**src/design/io_cell_pkg.sv**
```systemverilog
// shared types and constants for the io cell input/output path
package io_cell_pkg;

   // capture modes of the input path
   typedef enum logic [2:0] {
      MODE_BYPASS,
      MODE_SDR,
      MODE_DDR,
      MODE_MEM,
      MODE_GEAR
   } in_mode_t;

   // which die edge the cell sits on; decides which features exist
   typedef enum logic [1:0] {
      EDGE_LEFT,
      EDGE_TOP,
      EDGE_BOTTOM,
      EDGE_RIGHT
   } cell_edge_t;

   localparam int DLY_W         = 5;
   localparam int DLY_DEPTH     = 32;
   localparam int CLK_PERIOD_NS = 20;
   // fixed input delay, in ns; the count of mclk cycles derives from it
   localparam int FIXED_DELAY_NS  = 60;
   localparam int FIXED_DELAY_CYC = (FIXED_DELAY_NS + CLK_PERIOD_NS - 1) / CLK_PERIOD_NS;
   localparam logic [DLY_W-1:0] FIXED_TAP = DLY_W'(FIXED_DELAY_CYC);
   localparam logic [DLY_W-1:0] TAP_NONE  = 5'h00;

   // gearbox word: four samples per slow clock period
   localparam int GEAR_W    = 4;
   localparam int GEAR_HIST = GEAR_W + 1;

   // positions in the synchroniser bundle
   localparam int SY_PAD  = 0;
   localparam int SY_SCLK = 1;
   localparam int SY_RSTB = 2;
   localparam int SY_WSTB = 3;
   localparam int SY_ECLK = 4;
   localparam int SY_POL  = 5;
   localparam int SY_W    = 6;

   localparam logic RST_BIT = 1'b0;
   localparam logic POL_RISE = 1'b0;

   // static configuration of the input path
   typedef struct packed {
      in_mode_t         mode;
      logic             delay_en;
      logic             dyn_en;
      logic [DLY_W-1:0] dyn_delay;
   } cell_cfg_t;

   // one rising-edge sample and one falling-edge sample
   typedef struct packed {
      logic rise;
      logic fall;
   } pair_t;

   localparam pair_t PAIR_RST = '{rise: 1'b0, fall: 1'b0};

endpackage

```
**src/design/io_cell.sv**
```systemverilog
// io cell: pad input capture (bypass/sdr/ddr/memory/gearbox) and output register
//
// Function
// - bypass path: pad straight to comb_in, bypass_clk
// - optional fixed delay; bottom edge may replace it with dyn_delay
// - sdr: one register captures on sys_clk
// - ddr: rise and fall sys_clk registers
// - cap_rise rising data; cap_fall sdr or falling
// - memory mode samples both read_strobe_90 edges
// - strobe streams re-registered into sys_clk domain
// - sync_clk_polarity picks sync register clock edge
// - strobe inputs and memory mode right edge only
// - gearbox stage one: both fast edge clock edges
// - gearbox stage two: align on update, align_select
// - gearbox stage three: registered on slow sys_clk
// - out_d_a/out_d_b drive pad_out; tri_in to pad_oe
// - capture/output registers gated by enable and forced by set/reset; write_strobe_seen_o only by set/reset
`timescale 1ns/100ps
module io_cell
   import io_cell_pkg::*;
#(
   parameter io_cell_pkg::cell_edge_t CELL_EDGE = io_cell_pkg::EDGE_RIGHT
) (
   input  wire logic                              mclk_i,
   input  wire logic                              reset_i,
   input  wire logic                              pad_i,
   input  wire logic                              sys_clk_i,
   input  wire logic                              edge_clk_i,
   input  wire logic                              read_strobe_90_i,
   input  wire logic                              write_strobe_90_i,
   input  wire logic                              sync_clk_polarity_i,
   input  wire io_cell_pkg::cell_cfg_t            cfg_i,
   input  wire logic                              cell_ce_i,
   input  wire logic                              lsr_i,
   input  wire logic                              update_i,
   input  wire logic                              align_select_i,
   input  wire logic                              out_d_a_i,
   input  wire logic                              out_d_b_i,
   input  wire logic                              tri_in_i,
   output logic                                   comb_in_o,
   output logic                                   bypass_clk_o,
   output logic                                   cap_rise_o,
   output logic                                   cap_fall_o,
   output logic [io_cell_pkg::GEAR_W-1:0]         gear_data_o,
   output logic                                   pad_out_o,
   output logic                                   pad_oe_o,
   output logic                                   write_strobe_seen_o
);

   import io_cell_pkg::*;

   ////////////////////////////////////////////////////////////////////////////////
   // bypass and synchronisers

   // the bypass is meant to be raw; it never touches a register
   assign comb_in_o    = pad_i;
   assign bypass_clk_o = pad_i;

   logic [SY_W-1:0] async_bus;
   logic [SY_W-1:0] sync_bus;
   logic [SY_W-1:0] prev_ff;

   always_comb begin
      async_bus          = '0;
      async_bus[SY_PAD]  = pad_i;
      async_bus[SY_SCLK] = sys_clk_i;
      async_bus[SY_ECLK] = edge_clk_i;
      // strobe pins are only wired up on the right edge
      if (CELL_EDGE == EDGE_RIGHT) begin
         async_bus[SY_RSTB] = read_strobe_90_i;
         async_bus[SY_WSTB] = write_strobe_90_i;
         async_bus[SY_POL]  = sync_clk_polarity_i;
      end
   end

   sync2 #(
      .W (SY_W)
   ) u_sync (
      .mclk_i  (mclk_i),
      .reset_i (reset_i),
      .async_i (async_bus),
      .sync_o  (sync_bus)
   );

   always_ff @(posedge mclk_i or posedge reset_i) begin
      if (reset_i) begin
         prev_ff <= '0;
      end else begin
         prev_ff <= sync_bus;
      end
   end

   logic sclk_rise;
   logic sclk_fall;
   logic rstb_rise;
   logic rstb_fall;
   logic eclk_rise;
   logic eclk_fall;
   logic wstb_rise;

   assign sclk_rise = sync_bus[SY_SCLK] & ~prev_ff[SY_SCLK];
   assign sclk_fall = ~sync_bus[SY_SCLK] & prev_ff[SY_SCLK];
   assign rstb_rise = sync_bus[SY_RSTB] & ~prev_ff[SY_RSTB];
   assign rstb_fall = ~sync_bus[SY_RSTB] & prev_ff[SY_RSTB];
   assign eclk_rise = sync_bus[SY_ECLK] & ~prev_ff[SY_ECLK];
   assign eclk_fall = ~sync_bus[SY_ECLK] & prev_ff[SY_ECLK];
   assign wstb_rise = sync_bus[SY_WSTB] & ~prev_ff[SY_WSTB];

   ////////////////////////////////////////////////////////////////////////////////
   // effective mode and input delay

   in_mode_t         mode_eff;
   logic [DLY_W-1:0] tap;

   always_comb begin
      mode_eff = cfg_i.mode;
      // memory mode elsewhere falls back to plain sdr capture
      if (cfg_i.mode == MODE_MEM && CELL_EDGE != EDGE_RIGHT) begin
         mode_eff = MODE_SDR;
      end
   end

   always_comb begin
      tap = TAP_NONE;
      if (cfg_i.delay_en) begin
         if (cfg_i.dyn_en && CELL_EDGE == EDGE_BOTTOM) begin
            tap = cfg_i.dyn_delay;
         end else begin
            tap = FIXED_TAP;
         end
      end
   end

   // delay modelled in whole mclk cycles; resolution is one period
   logic [DLY_DEPTH-1:0] dly_ff;
   logic                 din;

   always_ff @(posedge mclk_i or posedge reset_i) begin
      if (reset_i) begin
         dly_ff <= '0;
      end else begin
         dly_ff <= {dly_ff[DLY_DEPTH-2:0], sync_bus[SY_PAD]};
      end
   end

   assign din = (tap == TAP_NONE) ? sync_bus[SY_PAD] : dly_ff[tap - 5'h01];

   logic cap_en;
   assign cap_en = cell_ce_i & ~lsr_i;

   ////////////////////////////////////////////////////////////////////////////////
   // generic ddr capture on sys_clk rise and fall

   pair_t ddr_ff;

   always_ff @(posedge mclk_i or posedge reset_i) begin
      if (reset_i) begin
         ddr_ff <= PAIR_RST;
      end else if (lsr_i) begin
         ddr_ff <= PAIR_RST;
      end else if (cell_ce_i) begin
         if (sclk_rise) begin
            ddr_ff.rise <= din;
         end
         if (sclk_fall) begin
            ddr_ff.fall <= din;
         end
      end
   end

   ////////////////////////////////////////////////////////////////////////////////
   // memory mode: strobe capture and resync to sys_clk

   pair_t mem_ff;
   pair_t msync_ff;
   logic  sync_edge;

   always_ff @(posedge mclk_i or posedge reset_i) begin
      if (reset_i) begin
         mem_ff <= PAIR_RST;
      end else if (lsr_i) begin
         mem_ff <= PAIR_RST;
      end else if (cell_ce_i && CELL_EDGE == EDGE_RIGHT) begin
         if (rstb_rise) begin
            mem_ff.rise <= din;
         end
         if (rstb_fall) begin
            mem_ff.fall <= din;
         end
      end
   end

   // choosing the edge keeps the strobe data away from its own changes
   assign sync_edge = (sync_bus[SY_POL] == POL_RISE) ? sclk_rise : sclk_fall;

   always_ff @(posedge mclk_i or posedge reset_i) begin
      if (reset_i) begin
         msync_ff <= PAIR_RST;
      end else if (lsr_i) begin
         msync_ff <= PAIR_RST;
      end else if (cell_ce_i && sync_edge) begin
         msync_ff <= mem_ff;
      end
   end

   ////////////////////////////////////////////////////////////////////////////////
   // input gearbox

   pair_t                 g1_ff;
   logic [GEAR_HIST-1:0]  hist_ff;
   logic [GEAR_W-1:0]     g2_ff;

   always_ff @(posedge mclk_i or posedge reset_i) begin
      if (reset_i) begin
         g1_ff   <= PAIR_RST;
         hist_ff <= '0;
      end else if (lsr_i) begin
         g1_ff   <= PAIR_RST;
         hist_ff <= '0;
      end else if (cap_en && mode_eff == MODE_GEAR) begin
         if (eclk_rise) begin
            g1_ff.rise <= din;
         end
         if (eclk_fall) begin
            g1_ff.fall <= din;
            hist_ff    <= {hist_ff[GEAR_HIST-3:0], g1_ff.rise, din};
         end
      end
   end

   // align_select slides the window by one sample to fix the word boundary
   always_ff @(posedge mclk_i or posedge reset_i) begin
      if (reset_i) begin
         g2_ff <= '0;
      end else if (lsr_i) begin
         g2_ff <= '0;
      end else if (cell_ce_i && update_i) begin
         if (align_select_i) begin
            g2_ff <= hist_ff[GEAR_HIST-1:1];
         end else begin
            g2_ff <= hist_ff[GEAR_W-1:0];
         end
      end
   end

   always_ff @(posedge mclk_i or posedge reset_i) begin
      if (reset_i) begin
         gear_data_o <= '0;
      end else if (lsr_i) begin
         gear_data_o <= '0;
      end else if (cell_ce_i && sclk_rise) begin
         gear_data_o <= g2_ff;
      end
   end

   ////////////////////////////////////////////////////////////////////////////////
   // core-facing capture outputs

   pair_t nxt_cap;

   always_comb begin
      nxt_cap = '{rise: cap_rise_o, fall: cap_fall_o};
      case (mode_eff)
         MODE_SDR: begin
            nxt_cap.rise = RST_BIT;
            nxt_cap.fall = din;
         end
         MODE_DDR: begin
            nxt_cap = ddr_ff;
         end
         MODE_MEM: begin
            nxt_cap = msync_ff;
         end
         MODE_BYPASS,
         MODE_GEAR: begin
            nxt_cap = PAIR_RST;
         end
         default: begin
            nxt_cap = PAIR_RST;
         end
      endcase
   end

   // the single sdr register is cap_fall_o itself, so it loads on the same edge
   always_ff @(posedge mclk_i or posedge reset_i) begin
      if (reset_i) begin
         cap_rise_o <= RST_BIT;
         cap_fall_o <= RST_BIT;
      end else if (lsr_i) begin
         cap_rise_o <= RST_BIT;
         cap_fall_o <= RST_BIT;
      end else if (cell_ce_i && sclk_rise) begin
         cap_rise_o <= nxt_cap.rise;
         cap_fall_o <= nxt_cap.fall;
      end
   end

   ////////////////////////////////////////////////////////////////////////////////
   // output and tri-state registers

   logic out_ddr;
   assign out_ddr = (mode_eff == MODE_DDR) || (mode_eff == MODE_MEM);

   always_ff @(posedge mclk_i or posedge reset_i) begin
      if (reset_i) begin
         pad_out_o <= RST_BIT;
         pad_oe_o  <= RST_BIT;
      end else if (lsr_i) begin
         pad_out_o <= RST_BIT;
         pad_oe_o  <= RST_BIT;
      end else if (cell_ce_i) begin
         if (sclk_rise) begin
            pad_out_o <= out_d_a_i;
            pad_oe_o  <= ~tri_in_i;
         end else if (sclk_fall && out_ddr) begin
            pad_out_o <= out_d_b_i;
         end
      end
   end

   // write strobe only reports activity; the output path runs on sys_clk
   always_ff @(posedge mclk_i or posedge reset_i) begin
      if (reset_i) begin
         write_strobe_seen_o <= RST_BIT;
      end else if (lsr_i) begin
         write_strobe_seen_o <= RST_BIT;
      end else if (wstb_rise) begin
         write_strobe_seen_o <= 1'b1;
      end
   end

endmodule

```
**src/design/sync2.sv**
```systemverilog
// two-flop synchroniser for a bundle of asynchronous levels
`timescale 1ns/100ps
module sync2 #(
   parameter int W = 1
) (
   input  wire logic         mclk_i,
   input  wire logic         reset_i,
   input  wire logic [W-1:0] async_i,
   output logic      [W-1:0] sync_o
);

   logic [W-1:0] meta_ff;

   // meta_ff feeds sync_o and nothing else
   always_ff @(posedge mclk_i or posedge reset_i) begin
      if (reset_i) begin
         meta_ff <= '0;
         sync_o  <= '0;
      end else begin
         meta_ff <= async_i;
         sync_o  <= meta_ff;
      end
   end

endmodule

```
**config.mk**
```make
export PLATFORM = sky130hd
export DESIGN_NAME = io_cell
export DESIGN_NICKNAME = d
export VERILOG_FILES = /design/src/design/io_cell_pkg.sv /design/src/design/io_cell.sv /design/src/design/sync2.sv
export SDC_FILE = /design/constraint.sdc
export NUM_CORES = 1
export LEC_CHECK = 0
export ABC_CLOCK_PERIOD_IN_PS = 2500
export BUFFER_PORTS_ARGS = -buffer_cell sky130_fd_sc_hd__buf_2
export CAP_MARGIN = 20
export CELL_PAD_IN_SITES_DETAIL_PLACEMENT = 0
export CELL_PAD_IN_SITES_GLOBAL_PLACEMENT = 1
export CORE_MARGIN = 4
export CORE_UTILIZATION = 43
export CTS_CLUSTER_DIAMETER = 200
export DETAILED_ROUTE_END_ITERATION = 10
export PLACE_DENSITY_LB_ADDON = 0.1
export SLEW_MARGIN = 20
export SYNTH_ARGS = -nofsm -noshare
export SYNTH_HDL_FRONTEND = slang
export SYNTH_SLANG_ARGS = --single-unit
export TNS_END_PERCENT = 50
```
**constraint.sdc**
```tcl
create_clock -name mclk_i -period 2.5 [get_ports mclk_i]
set_input_delay 0.5 -clock mclk_i [delete_from_list [all_inputs] [get_ports mclk_i]]
set_output_delay 0.5 -clock mclk_i [all_outputs]
set_load 0.005 [all_outputs]
```
==> impl_metrics.sql, run 1 <==
INSERT INTO impl_metrics (metric_group, metric, value, unit) VALUES
('global_route', 'grt.met1_usage', '17.2', '%'),
('routing', 'first_iter_violations', '74', ''),
('cts', 'clock_latency', '0.29', 'ns'),
('power', 'power', '1.34', 'mW'),
('yosys', 'syn_area_per_cell', '12.3', 'um2'),
('die', 'fp.coreArea', '0.00374', 'mm2'),
('placement', 'io_buffer_count', '29', ''),
('timing', 'fin_tns_setup', '0', 'ns'),
('global_route', 'pin_count_of_the_biggest_net_entering_global_routing', '45', ''),
('global_route', 'grt.met2_usage', '19.6', '%'),
('global_route', 'grt.overflow.total', '0', ''),
('timing', 'drv_slew', '0', ''),
('finish', 'fin_cells', '213', ''),
('finish', 'antenna-diode-count', '0', ''),
('global_route', 'global_route_wire_length_before_repair', '5130', 'um'),
('timing', 'final_hold_viol_count', '0', ''),
('placement', 'placed_area', '0.00187', 'mm2'),
('power', 'switching_share', '20.8', '%'),
('die', 'die_h', '70.9', 'um'),
('routing', 'antenna_violating_nets_post_route', '0', ''),
('timing', 'final_critical_path_setup_slack', '1.04', 'ns'),
('timing', 'finClkSkew', '0.00702', 'ns'),
('timing', 'fin_crit', '1.46', 'ns'),
('yosys', 'synth_sequential_area_ratio', '64.7', '%'),
('timing', 'setup_violations', '0', ''),
('timing', 'timing_worst_slew_pin_value', '0.534', 'ns'),
('routing', 'detail_route.vias_per_cell', '4.95', ''),
('finish', 'final_core_util', '52.6', '%'),
('power', 'ir_drop', '0.000432', 'V'),
('cts', 'cts_htree_levels', '2', ''),
('hold_path', 'worst_hold_path_type', 'in2reg', ''),
('timing', 'period_share', '58.3', '%'),
('yosys', 'netlist_area_pre_place', '0.00170', 'mm2'),
('yosys', 'count_of_cell_types_in_the_netlist', '25', ''),
('placement', 'place_hpwl', '1930', 'um'),
('die', 'floorplan.initialDensity', '45.5', '%'),
('timing', 'rsz0062_at_grt', 'no', ''),
('cts', 'postCtsSetupBuffers', '0', ''),
('placement', 'placed_cells', '207', ''),
('power', 'p_leak', '1.00', 'nW'),
('power', 'clockPowerShare', '37.4', '%'),
('finish', 'layout.cell_area.non_filler', '0.00197', 'mm2'),
('setup_path', 'critical_path.startpoint_type', 'flip-flop', ''),
('yosys', 'syn_nets', '163', ''),
('cts', 'tritoncts_num_sinks', '44', ''),
('timing', 'fin_worst_hold_slack', '0.309', 'ns'),
('global_route', 'number_of_global_route_vias_before_repair', '1098', ''),
('setup_path', 'worstPathArrival', '1.67', 'ns'),
('die', 'die_width', '70.9', 'um'),
('cts', 'cts_repair_resize_count', '0', ''),
('finish', 'mostFrequentLayoutCells', '44 x dfrtp_1, 29 x buf_2, 22 x nor2_1', ''),
('power', 'power-per-cell-area', '680', 'mW/mm2'),
('global_route', 'antenna_violations_before_repair', '0', ''),
('setup_path', 'worst-setup-path-type', 'reg2reg', ''),
('cts', 'clk_root_buffer_cell', 'clkbuf_8', ''),
('cts', 'cts_tree', 'done', ''),
('yosys', 'yosys_warnings', '0', ''),
('die', 'num_io_pins', '36', ''),
('routing', 'drtPass1Iterations', '4', ''),
('power', 'net_switching_component_of_the_power', '279', 'uW'),
('flow_run', 'timing.max_cap.violations', '0', ''),
('routing', 'routed-via-count', '1055', ''),
('routing', 'detail_route.wirelength', '2880', 'um'),
('yosys', 'synthesized_netlist_cell_count', '138', ''),
('setup_path', 'end_kind', 'flip-flop', ''),
('die', 'std_cell_rows', '22', ''),
('outcome', 'run_status', 'complete, no violations', ''),
('global_route', 'use_met3', '5.11', '%'),
('setup_path', 'worst-path-max-fanout', '9', ''),
('cts', 'cts_buffers', '5', ''),
('die', 'fp.dieArea', '0.00503', 'mm2');
==> synthesized netlist by cell type, drive strengths merged <==
master / number / area (um2)
dfrtp: 44 / 1100
nor2: 22 / 82.6
mux2i: 18 / 180
nand2: 11 / 48.8
a211oi: 6 / 45.0
a21oi: 6 / 30.0
clkbuf: 5 / 18.8
nand3b: 5 / 37.5
buf: 4 / 26.3
inv: 3 / 11.3
and2: 2 / 13.8
and4bb: 2 / 25.0
a31oi: 1 / 6.26
and3b: 1 / 10.0
mux2: 1 / 11.3
nor2b: 1 / 13.8
nor3: 1 / 5.00
nor3b: 1 / 7.51
o21a: 1 / 7.51
o21ai: 1 / 5.00
o41ai: 1 / 8.76
or4: 1 / 7.51
==> logic make-up after synthesis <==
group,count (synthesis),synth area share (%)
buf+inv,12,3.31
flops,44,64.7
mux,19,11.2
compound gates,16,6.03
simple gates,47,14.8
==> critical path: stages (launching register included) <==
cell and delay, ns:
dfrtp_1 0.44, nor2b_4 0.20, nand2_4 0.10, or4_1 0.49, a21oi_1 0.15
==> layout make-up <==
cell class | count | area (um2)
timing repair buffer | 30 | 153
clock buffer | 5 | 68.8
sequential | 44 | 1100
clock inverter | 1 | 30.0
multi-input combinational | 82 | 546
tap | 48 | 60.1
fill | 362 | 1770
inverter | 3 | 11.3
==> sequential cells by signal (all words and copies together), names as in the netlist <==
name and count:
cap_fall_o 1, hist_ff 5, g2_ff 4, cap_rise_o 1
pad_oe_o 1, ddr_ff 2, write_strobe_seen_o 1, u_sync.sync_o 6
g1_ff 1, mem_ff 2, pad_out_o 1, u_sync.meta_ff 6
msync_ff 2, dly_ff 3, prev_ff 4, gear_data_o 4
==> final timing paths <==
| path | from | to | slack, ns | depth (start not counted) |
|---|---|---|---|---|
| setup / recovery | prev_ff[1]$_DFF_PP0_ | cap_rise_o$_DFFE_PP0P_ | 1.04 | 4 |
| hold / removal | sync_clk_polarity_i | u_sync.meta_ff[5]$_DFF_PP0_ | 0.31 | 1 |
| setup reg to reg | prev_ff[1]$_DFF_PP0_ | cap_rise_o$_DFFE_PP0P_ | 1.04 | 4 |
| hold reg to reg | u_sync.meta_ff[2]$_DFF_PP0_ | u_sync.sync_o[2]$_DFF_PP0_ | 0.35 | 0 |
| max in group asynchronous | reset_i | mem_ff[1]$_DFFE_PP0P_ | 1.80 | 3 |
| min in group asynchronous | reset_i | prev_ff[4]$_DFF_PP0_ | 0.33 | 3 |
==> routing by layer <==
layer	routed length, um	vias to the layer above
met5	0	-
met4	39	0
met3	185	4
met2	1300	26
met1	1360	503
li1	-	522
==> power groups by stage <==
| stage | logic (mW) | registers, mW | clock network, mW |
|---|---|---|---|
| final | 0.0876 | 0.750 | 0.501 |
| after global routing | 0.100 | 0.753 | 0.554 |
| after CTS | 0.0899 | 0.750 | 0.522 |
| after detailed placement | 0.0895 | 0.764 | 0 |
| after global placement | 0.0881 | 0.762 | 0 |
| after floorplan | 0.0598 | 0.761 | 0 |
No activity file was read; power rests on OpenSTA's default activity.
==> run 2, diff against run 1 <==
--- a/config.mk
+++ b/config.mk
@@ -5,13 +5,13 @@
 export SDC_FILE = /design/constraint.sdc
 export NUM_CORES = 1
 export LEC_CHECK = 0
-export ABC_CLOCK_PERIOD_IN_PS = 2500
+export ABC_CLOCK_PERIOD_IN_PS = 1500
 export BUFFER_PORTS_ARGS = -buffer_cell sky130_fd_sc_hd__buf_2
 export CAP_MARGIN = 20
 export CELL_PAD_IN_SITES_DETAIL_PLACEMENT = 0
 export CELL_PAD_IN_SITES_GLOBAL_PLACEMENT = 1
 export CORE_MARGIN = 4
-export CORE_UTILIZATION = 43
+export CORE_UTILIZATION = 40
 export CTS_CLUSTER_DIAMETER = 200
 export DETAILED_ROUTE_END_ITERATION = 10
 export PLACE_DENSITY_LB_ADDON = 0.1
==> constraint.sdc (replaced) <==
create_clock -name mclk_i -period 1.5 [get_ports mclk_i]
set_input_delay 0.3 -clock mclk_i [delete_from_list [all_inputs] [get_ports mclk_i]]
set_output_delay 0.3 -clock mclk_i [all_outputs]
set_load 0.005 [all_outputs]
==> run 2 against run 1 <==
  * Maximum frequency increased by 7.1%
  * Flip-flop and latch count unchanged
  * Clock skew about the same
  * Die area up 6.6%
  * Via count shrank 0.28%
  * Register-to-register slack got worse by 0.90 ns
==> impl_metrics.sql, run 2 (same netlist as run 1, synthesis figures left out) <==
INSERT INTO impl_metrics (metric_group, metric, value, unit) VALUES
('flow_run', 'timing.max_cap.violations', '0', ''),
('setup_path', 'r2r_start', 'u_sync.sync_o[1]$_DFF_PP0_', ''),
('timing', 'setup_violations', '0', ''),
('routing', 'drtPass1Iterations', '4', ''),
('cts', 'path_clk_slew', '0.09', 'ns'),
('setup_path', 'worst_case_reg_to_reg_path_depth', '4', ''),
('placement', 'io_buffer_count', '29', ''),
('setup_path', 'worst-endpoint-required', '1.72', 'ns'),
('routing', 'drc', '0', ''),
('die', 'std_cell_rows', '23', ''),
('timing', 'fin_tns_setup', '0', 'ns'),
('finish', 'multi_input_comb_area', '546', 'um2'),
('timing', 'drv_slew', '0', ''),
('die', 'fp.coreArea', '0.00406', 'mm2'),
('timing', 'final_hold_viol_count', '0', ''),
('die', 'num_io_pins', '36', ''),
('timing', 'timing_worst_slew_pin_value', '0.466', 'ns'),
('setup_path', 'end_kind', 'flip-flop', ''),
('setup_path', 'worstPathArrival', '1.58', 'ns'),
('cts', 'cts_htree_levels', '2', ''),
('die', 'die_width', '73.2', 'um'),
('power', 'power-per-cell-area', '1130', 'mW/mm2'),
('timing', 'fmax', '736', 'MHz'),
('routing', 'detail_route.wirelength', '2880', 'um'),
('cts', 'cts_repair_resize_count', '0', ''),
('global_route', 'global_route_wire_length_before_repair', '4890', 'um'),
('placement', 'place_hpwl', '2000', 'um'),
('finish', 'final_core_util', '50.0', '%'),
('cts', 'tritoncts_num_sinks', '44', ''),
('global_route', 'grt.overflow.total', '0', ''),
('cts', 'holdBufCountCts', '0', ''),
('hold_path', 'worst_hold_path_type', 'in2async', ''),
('routing', 'routed-via-count', '1052', ''),
('power', 'p_leak', '1.03', 'nW'),
('timing', 'worst_slew_margin_rel', '69.0', '%'),
('power', 'ir_drop', '0.000591', 'V'),
('placement', 'gp_routability_congestion', '0.726', ''),
('routing', 'antenna_violating_nets_post_route', '0', ''),
('setup_path', 'critical_path.startpoint_type', 'flip-flop', ''),
('cts', 'clockBufferDepth', '2', ''),
('die', 'die_h', '73.2', 'um'),
('power', 'power', '2.29', 'mW'),
('finish', 'fillCellCount', '386', ''),
('setup_path', 'worst_setup_path_startpoint', 'u_sync.sync_o[1]$_DFF_PP0_', ''),
('global_route', 'pin_count_of_the_biggest_net_entering_global_routing', '45', ''),
('finish', 'design.final.nets', '195', ''),
('finish', 'layout-drive-gt1-share', '28.7', '%'),
('global_route', 'grt_use_total', '12.0', '%'),
('cts', 'cts_buffers', '5', ''),
('timing', 'fin_worst_hold_slack', '0.0244', 'ns'),
('outcome', 'run_status', 'complete, no violations', ''),
('routing', 'first_iter_violations', '45', ''),
('setup_path', 'reg2reg_to', 'cap_rise_o$_DFFE_PP0P_', ''),
('cts', 'clock_latency', '0.29', 'ns'),
('die', 'floorplan.initialDensity', '42.0', '%'),
('cts', 'postCtsSetupBuffers', '0', ''),
('timing', 'rsz0062_at_grt', 'no', ''),
('finish', 'largestRegisters', 'u_sync.meta_ff x6, u_sync.sync_o x6, hist_ff x5', ''),
('timing', 'period_share', '90.6', '%'),
('die', 'fp.dieArea', '0.00536', 'mm2'),
('timing', 'finClkSkew', '0.00732', 'ns'),
('cts', 'cts_tree', 'done', ''),
('finish', 'flow.area_growth_from_synthesis', '19.0', '%'),
('routing', 'detail_route.vias_per_cell', '4.76', ''),
('global_route', 'number_of_global_route_vias_before_repair', '1067', ''),
('finish', 'antenna-diode-count', '0', ''),
('timing', 'fin_crit', '1.36', 'ns'),
('setup_path', 'ff2ff_setup_slack', '0.14', 'ns'),
('finish', 'layout_commonest_cell', 'dfrtp_1', ''),
('setup_path', 'worst-setup-path-type', 'reg2reg', ''),
('setup_path', 'worst-path-max-fanout', '6', ''),
('finish', 'register_area', '0.00110', 'mm2'),
('finish', 'mostFrequentLayoutCells', '44 x dfrtp_1, 29 x buf_2, 22 x nor2_1', ''),
('cts', 'clk_root_buffer_cell', 'clkbuf_8', ''),
('global_route', 'antenna_violations_before_repair', '0', ''),
('routing', 'avgRoutedWirePerCell', '13.0', 'um');
==> run 2: critical path, cell delays in order (launching register included) <==
cell and delay, ns:
dfrtp_1 0.42, nor2b_4 0.20, nand2_4 0.05, or4_1 0.46, a21oi_1 0.14
==> run 2: cell type report <==
type                            count  area share [%]
Tap cell                           50            3.09
Multi-Input combinational cell     82            26.9
Clock inverter                      3            2.10
Timing Repair Buffer               34            9.63
Clock buffer                        5            3.40
Sequential cell                    44            54.3
Inverter                            3           0.556
==> run 2: metrics by stage <==
step | worst slack [ns] | instance area (um2) | cells
5_1_grt | 0.0392 | 2030 | 221
3_3_place_gp | 0.0981 | 1920 | 213
3_5_place_dp | 0.0595 | 1920 | 213
2_1_floorplan | 0.166 | 1700 | 138
4_1_cts | 0.134 | 2030 | 221
6_report | 0.141 | 2030 | 221
==> run 2: metal layers <==
layer	part of all wire [%]	track usage, %	vias up
met2	43	18.3	27
met5	0	0	-
met3	8.2	4.82	4
li1	-	-	526
met1	47	15.5	495
met4	1.2	3.69	0
==> run 2: how the worst max path moves through the flow <==
stage / cells after the start / to / slack (ns)
final: 4 / cap_rise_o$_DFFE_PP0P_ / 0.14
after global routing: 4 / cap_rise_o$_DFFE_PP0P_ / 0.04
after CTS: 4 / cap_rise_o$_DFFE_PP0P_ / 0.13
after detailed placement: 5 / hist_ff[3]$_DFFE_PP0P_ / 0.06
after global placement: 5 / hist_ff[2]$_DFFE_PP0P_ / 0.1
after floorplan: 1 / cap_fall_o$_DFFE_PP0P_ / 0.17
==> run 2: power by group <==
part           internal (mW)  switching (mW)
registers               1.23          0.0211
clock network          0.493           0.395
logic                 0.0701          0.0874
total                   1.79           0.503
==> run 3, diff against run 2 <==
--- a/config.mk
+++ b/config.mk
@@ -11,10 +11,11 @@
 export CELL_PAD_IN_SITES_DETAIL_PLACEMENT = 0
 export CELL_PAD_IN_SITES_GLOBAL_PLACEMENT = 1
 export CORE_MARGIN = 4
-export CORE_UTILIZATION = 40
+export CORE_UTILIZATION = 43
+export CTS_BUF_LIST = sky130_fd_sc_hd__clkbuf_8
 export CTS_CLUSTER_DIAMETER = 200
 export DETAILED_ROUTE_END_ITERATION = 10
-export PLACE_DENSITY_LB_ADDON = 0.1
+export PLACE_DENSITY = 0.9
 export SLEW_MARGIN = 20
 export SYNTH_ARGS = -nofsm -noshare
 export SYNTH_HDL_FRONTEND = slang
==> run 3 against run 2 <==
  * Sequential power barely moved
  * Combinational power barely moved
  * Worst hold slack improved by 0.077 ns
  * Core utilization rose by 4.2 points
  * Power rose by 0.44%
  * Cell count fell by 0.45%
  * Via count rose by 3.2%
  * Register-to-register slack got worse by 0.05 ns
  * Maximum frequency fell by 3.7%
  * Setup slack got worse by 0.052 ns
  * Critical path depth did not move
  * Global-route usage rose by 1.1 points
==> impl_metrics.sql, run 3 (same netlist as run 1, synthesis figures left out) <==
INSERT INTO impl_metrics (metric_group, metric, value, unit) VALUES
('global_route', 'antenna_violations_before_repair', '0', ''),
('cts', 'path_clk_slew', '0.08', 'ns'),
('power', 'p_leak', '1.03', 'nW'),
('setup_path', 'end_kind', 'flip-flop', ''),
('flow_run', 'timing.max_cap.violations', '0', ''),
('timing', 'fin_tns_setup', '0', 'ns'),
('routing', 'wl_met3', '170', 'um'),
('hold_path', 'worst_hold_path_type', 'in2reg', ''),
('routing', 'antenna_violating_nets_post_route', '0', ''),
('cts', 'clock_latency', '0.30', 'ns'),
('hold_path', 'holdCritStartpoint', 'write_strobe_90_i', ''),
('global_route', 'pin_count_of_the_biggest_net_entering_global_routing', '27', ''),
('power', 'ir_drop', '0.000767', 'V'),
('routing', 'detail_route.wirelength', '2780', 'um'),
('timing', 'period_share', '94.1', '%'),
('setup_path', 'r2r_start', 'prev_ff[1]$_DFF_PP0_', ''),
('finish', 'flow.area_growth_from_synthesis', '19.0', '%'),
('timing', 'final_hold_viol_count', '0', ''),
('setup_path', 'timing.critical_path.cells', 'and3b_2 -> o21ai_0 -> mux2i_1 -> nor2_1', ''),
('cts', 'clk_root_buffer_cell', 'clkbuf_8', ''),
('setup_path', 'worst-setup-path-type', 'reg2reg', ''),
('routing', 'detail_route.vias_per_cell', '4.94', ''),
('setup_path', 'worst_case_reg_to_reg_path_depth', '4', ''),
('die', 'fp.dieArea', '0.00503', 'mm2'),
('finish', 'layout_commonest_cell', 'dfrtp_1', ''),
('die', 'die_h', '70.9', 'um'),
('timing', 'rsz0062_at_grt', 'no', ''),
('routing', 'met2WireLength', '1330', 'um'),
('setup_path', 'worstPathArrival', '1.59', 'ns'),
('routing', 'first_iter_violations', '41', ''),
('timing', 'drv_slew', '0', ''),
('setup_path', 'cpLargestDelayFamily', 'flip-flops', ''),
('finish', 'layout-drive-gt1-share', '28.5', '%'),
('setup_path', 'critPathSlowestCell', 'dfrtp_1', ''),
('setup_path', 'critical_path.startpoint_type', 'flip-flop', ''),
('setup_path', 'ff2ff_setup_slack', '0.09', 'ns'),
('timing', 'finClkSkew', '0.00591', 'ns'),
('die', 'num_io_pins', '36', ''),
('global_route', 'global_route_wire_length_before_repair', '5180', 'um'),
('cts', 'clockBufferDepth', '2', ''),
('routing', 'routed-via-count', '1086', ''),
('routing', 'drtPass1Iterations', '4', ''),
('outcome', 'run_status', 'complete, no violations', ''),
('hold_path', 'whs_path_cells', '1', ''),
('hold_path', 'end_point_of_the_worst_hold_path', 'u_sync.meta_ff[3]$_DFF_PP0_', ''),
('routing', 'top_signal_layer_used', 'met4', ''),
('finish', 'antenna-diode-count', '0', ''),
('cts', 'cts_tree', 'done', ''),
('cts', 'tritoncts_num_sinks', '44', ''),
('setup_path', 'reg2reg_to', 'msync_ff[1]$_DFFE_PP0P_', ''),
('timing', 'fmax', '708', 'MHz'),
('timing', 'setup_violations', '0', ''),
('global_route', 'number_of_global_route_vias_before_repair', '1156', ''),
('routing', 'm1WireLength', '1230', 'um'),
('finish', 'layout.cell_area.non_filler', '0.00203', 'mm2'),
('timing', 'timing_worst_slew_pin_value', '0.568', 'ns'),
('setup_path', 'worst-endpoint-required', '1.67', 'ns'),
('finish', 'final_core_util', '54.1', '%'),
('routing', 'avgRoutedWirePerCell', '12.6', 'um'),
('global_route', 'grt.overflow.total', '0', ''),
('die', 'floorplan.initialDensity', '45.5', '%'),
('die', 'fp.coreArea', '0.00374', 'mm2'),
('setup_path', 'path_buf_inv', '0', ''),
('cts', 'cts_repair_resize_count', '0', ''),
('placement', 'io_buffer_count', '29', ''),
('finish', 'mostFrequentLayoutCells', '44 x dfrtp_1, 29 x buf_2, 22 x nor2_1', ''),
('setup_path', 'maximum_single_stage_delay_on_the_critical_path', '0.44', 'ns'),
('timing', 'fin_worst_hold_slack', '0.101', 'ns'),
('setup_path', 'worst-path-max-fanout', '5', ''),
('power', 'power', '2.30', 'mW'),
('routing', 'drc', '0', ''),
('finish', 'design.final.nets', '196', ''),
('die', 'die_width', '70.9', 'um'),
('timing', 'fin_crit', '1.41', 'ns'),
('finish', 'largestRegisters', 'u_sync.meta_ff x6, u_sync.sync_o x6, hist_ff x5', ''),
('cts', 'cts_htree_levels', '2', ''),
('die', 'std_cell_rows', '22', ''),
('global_route', 'grt_use_total', '13.0', '%'),
('placement', 'placed_area', '0.00189', 'mm2'),
('finish', 'fillCellCount', '336', ''),
('timing', 'worst_slew_margin_rel', '61.9', '%'),
('placement', 'gp_routability_congestion', '0.752', ''),
('power', 'power-per-cell-area', '1140', 'mW/mm2'),
('placement', 'place_hpwl', '2060', 'um'),
('cts', 'cts_buffers', '5', '');
-- run 3: what timing repair did --
action	4_1_cts	5_1_grt
setup buffers	0	1
endpoints found under the setup margin	0	1
endpoints found under the hold margin	16	0
hold buffers	1	0
-- run 3: per-layer routing --
layer | GRT usage [%] | up-vias
met5 | 0 | -
met3 | 4.26 | 6
met1 | 16.1 | 519
met2 | 20.9 | 27
li1 | - | 534
met4 | 5.64 | 0
-- run 3: how the worst max path moves through the flow --
stage / startpoint / to / slack [ns] / depth (start not counted)
floorplan: reset_i / cap_fall_o$_DFFE_PP0P_ / 0.17 / 1
global placement: cfg_i[7] / hist_ff[4]$_DFFE_PP0P_ / 0.11 / 5
detailed placement: cfg_i[7] / hist_ff[4]$_DFFE_PP0P_ / 0.08 / 5
CTS: u_sync.sync_o[1]$_DFF_PP0_ / cap_rise_o$_DFFE_PP0P_ / 0.08 / 4
global route: prev_ff[1]$_DFF_PP0_ / msync_ff[0]$_DFFE_PP0P_ / 0.009 / 4
finish: prev_ff[1]$_DFF_PP0_ / msync_ff[1]$_DFFE_PP0P_ / 0.09 / 4
-- run 3: report_power, final --
group,leakage (nW),internal [mW],switching (mW)
Clock,0.0583,0.501,0.399
Sequential,0.565,1.23,0.0212
Combinational,0.407,0.0683,0.0864
-- run 3: per-stage QoR --
step,instances,setup slack [ns]
2_1_floorplan,138,0.166
3_3_place_gp,210,0.107
3_5_place_dp,210,0.0844
4_1_cts,219,0.0815
5_1_grt,220,0.00915
6_report,220,0.0883
-- run 3: final cells by class --
| cell class | instances | area, um2 | area share [%] |
|---|---|---|---|
| clock buffers | 5 | 68.8 | 3.40 |
| clock inverters | 3 | 47.5 | 2.35 |
| inverters | 3 | 11.3 | 0.556 |
| multi-input cells | 82 | 546 | 26.9 |
| flip-flops and latches | 44 | 1100 | 54.3 |
| well taps | 48 | 60.1 | 2.96 |
| repair buffers | 35 | 193 | 9.51 |
-- run 3: worst register-to-register path, cell delays in order (launching register included) --
cell,delay [ns]
dfrtp_1,0.44
and3b_2,0.22
o21ai_0,0.34
mux2i_1,0.24
nor2_1,0.05
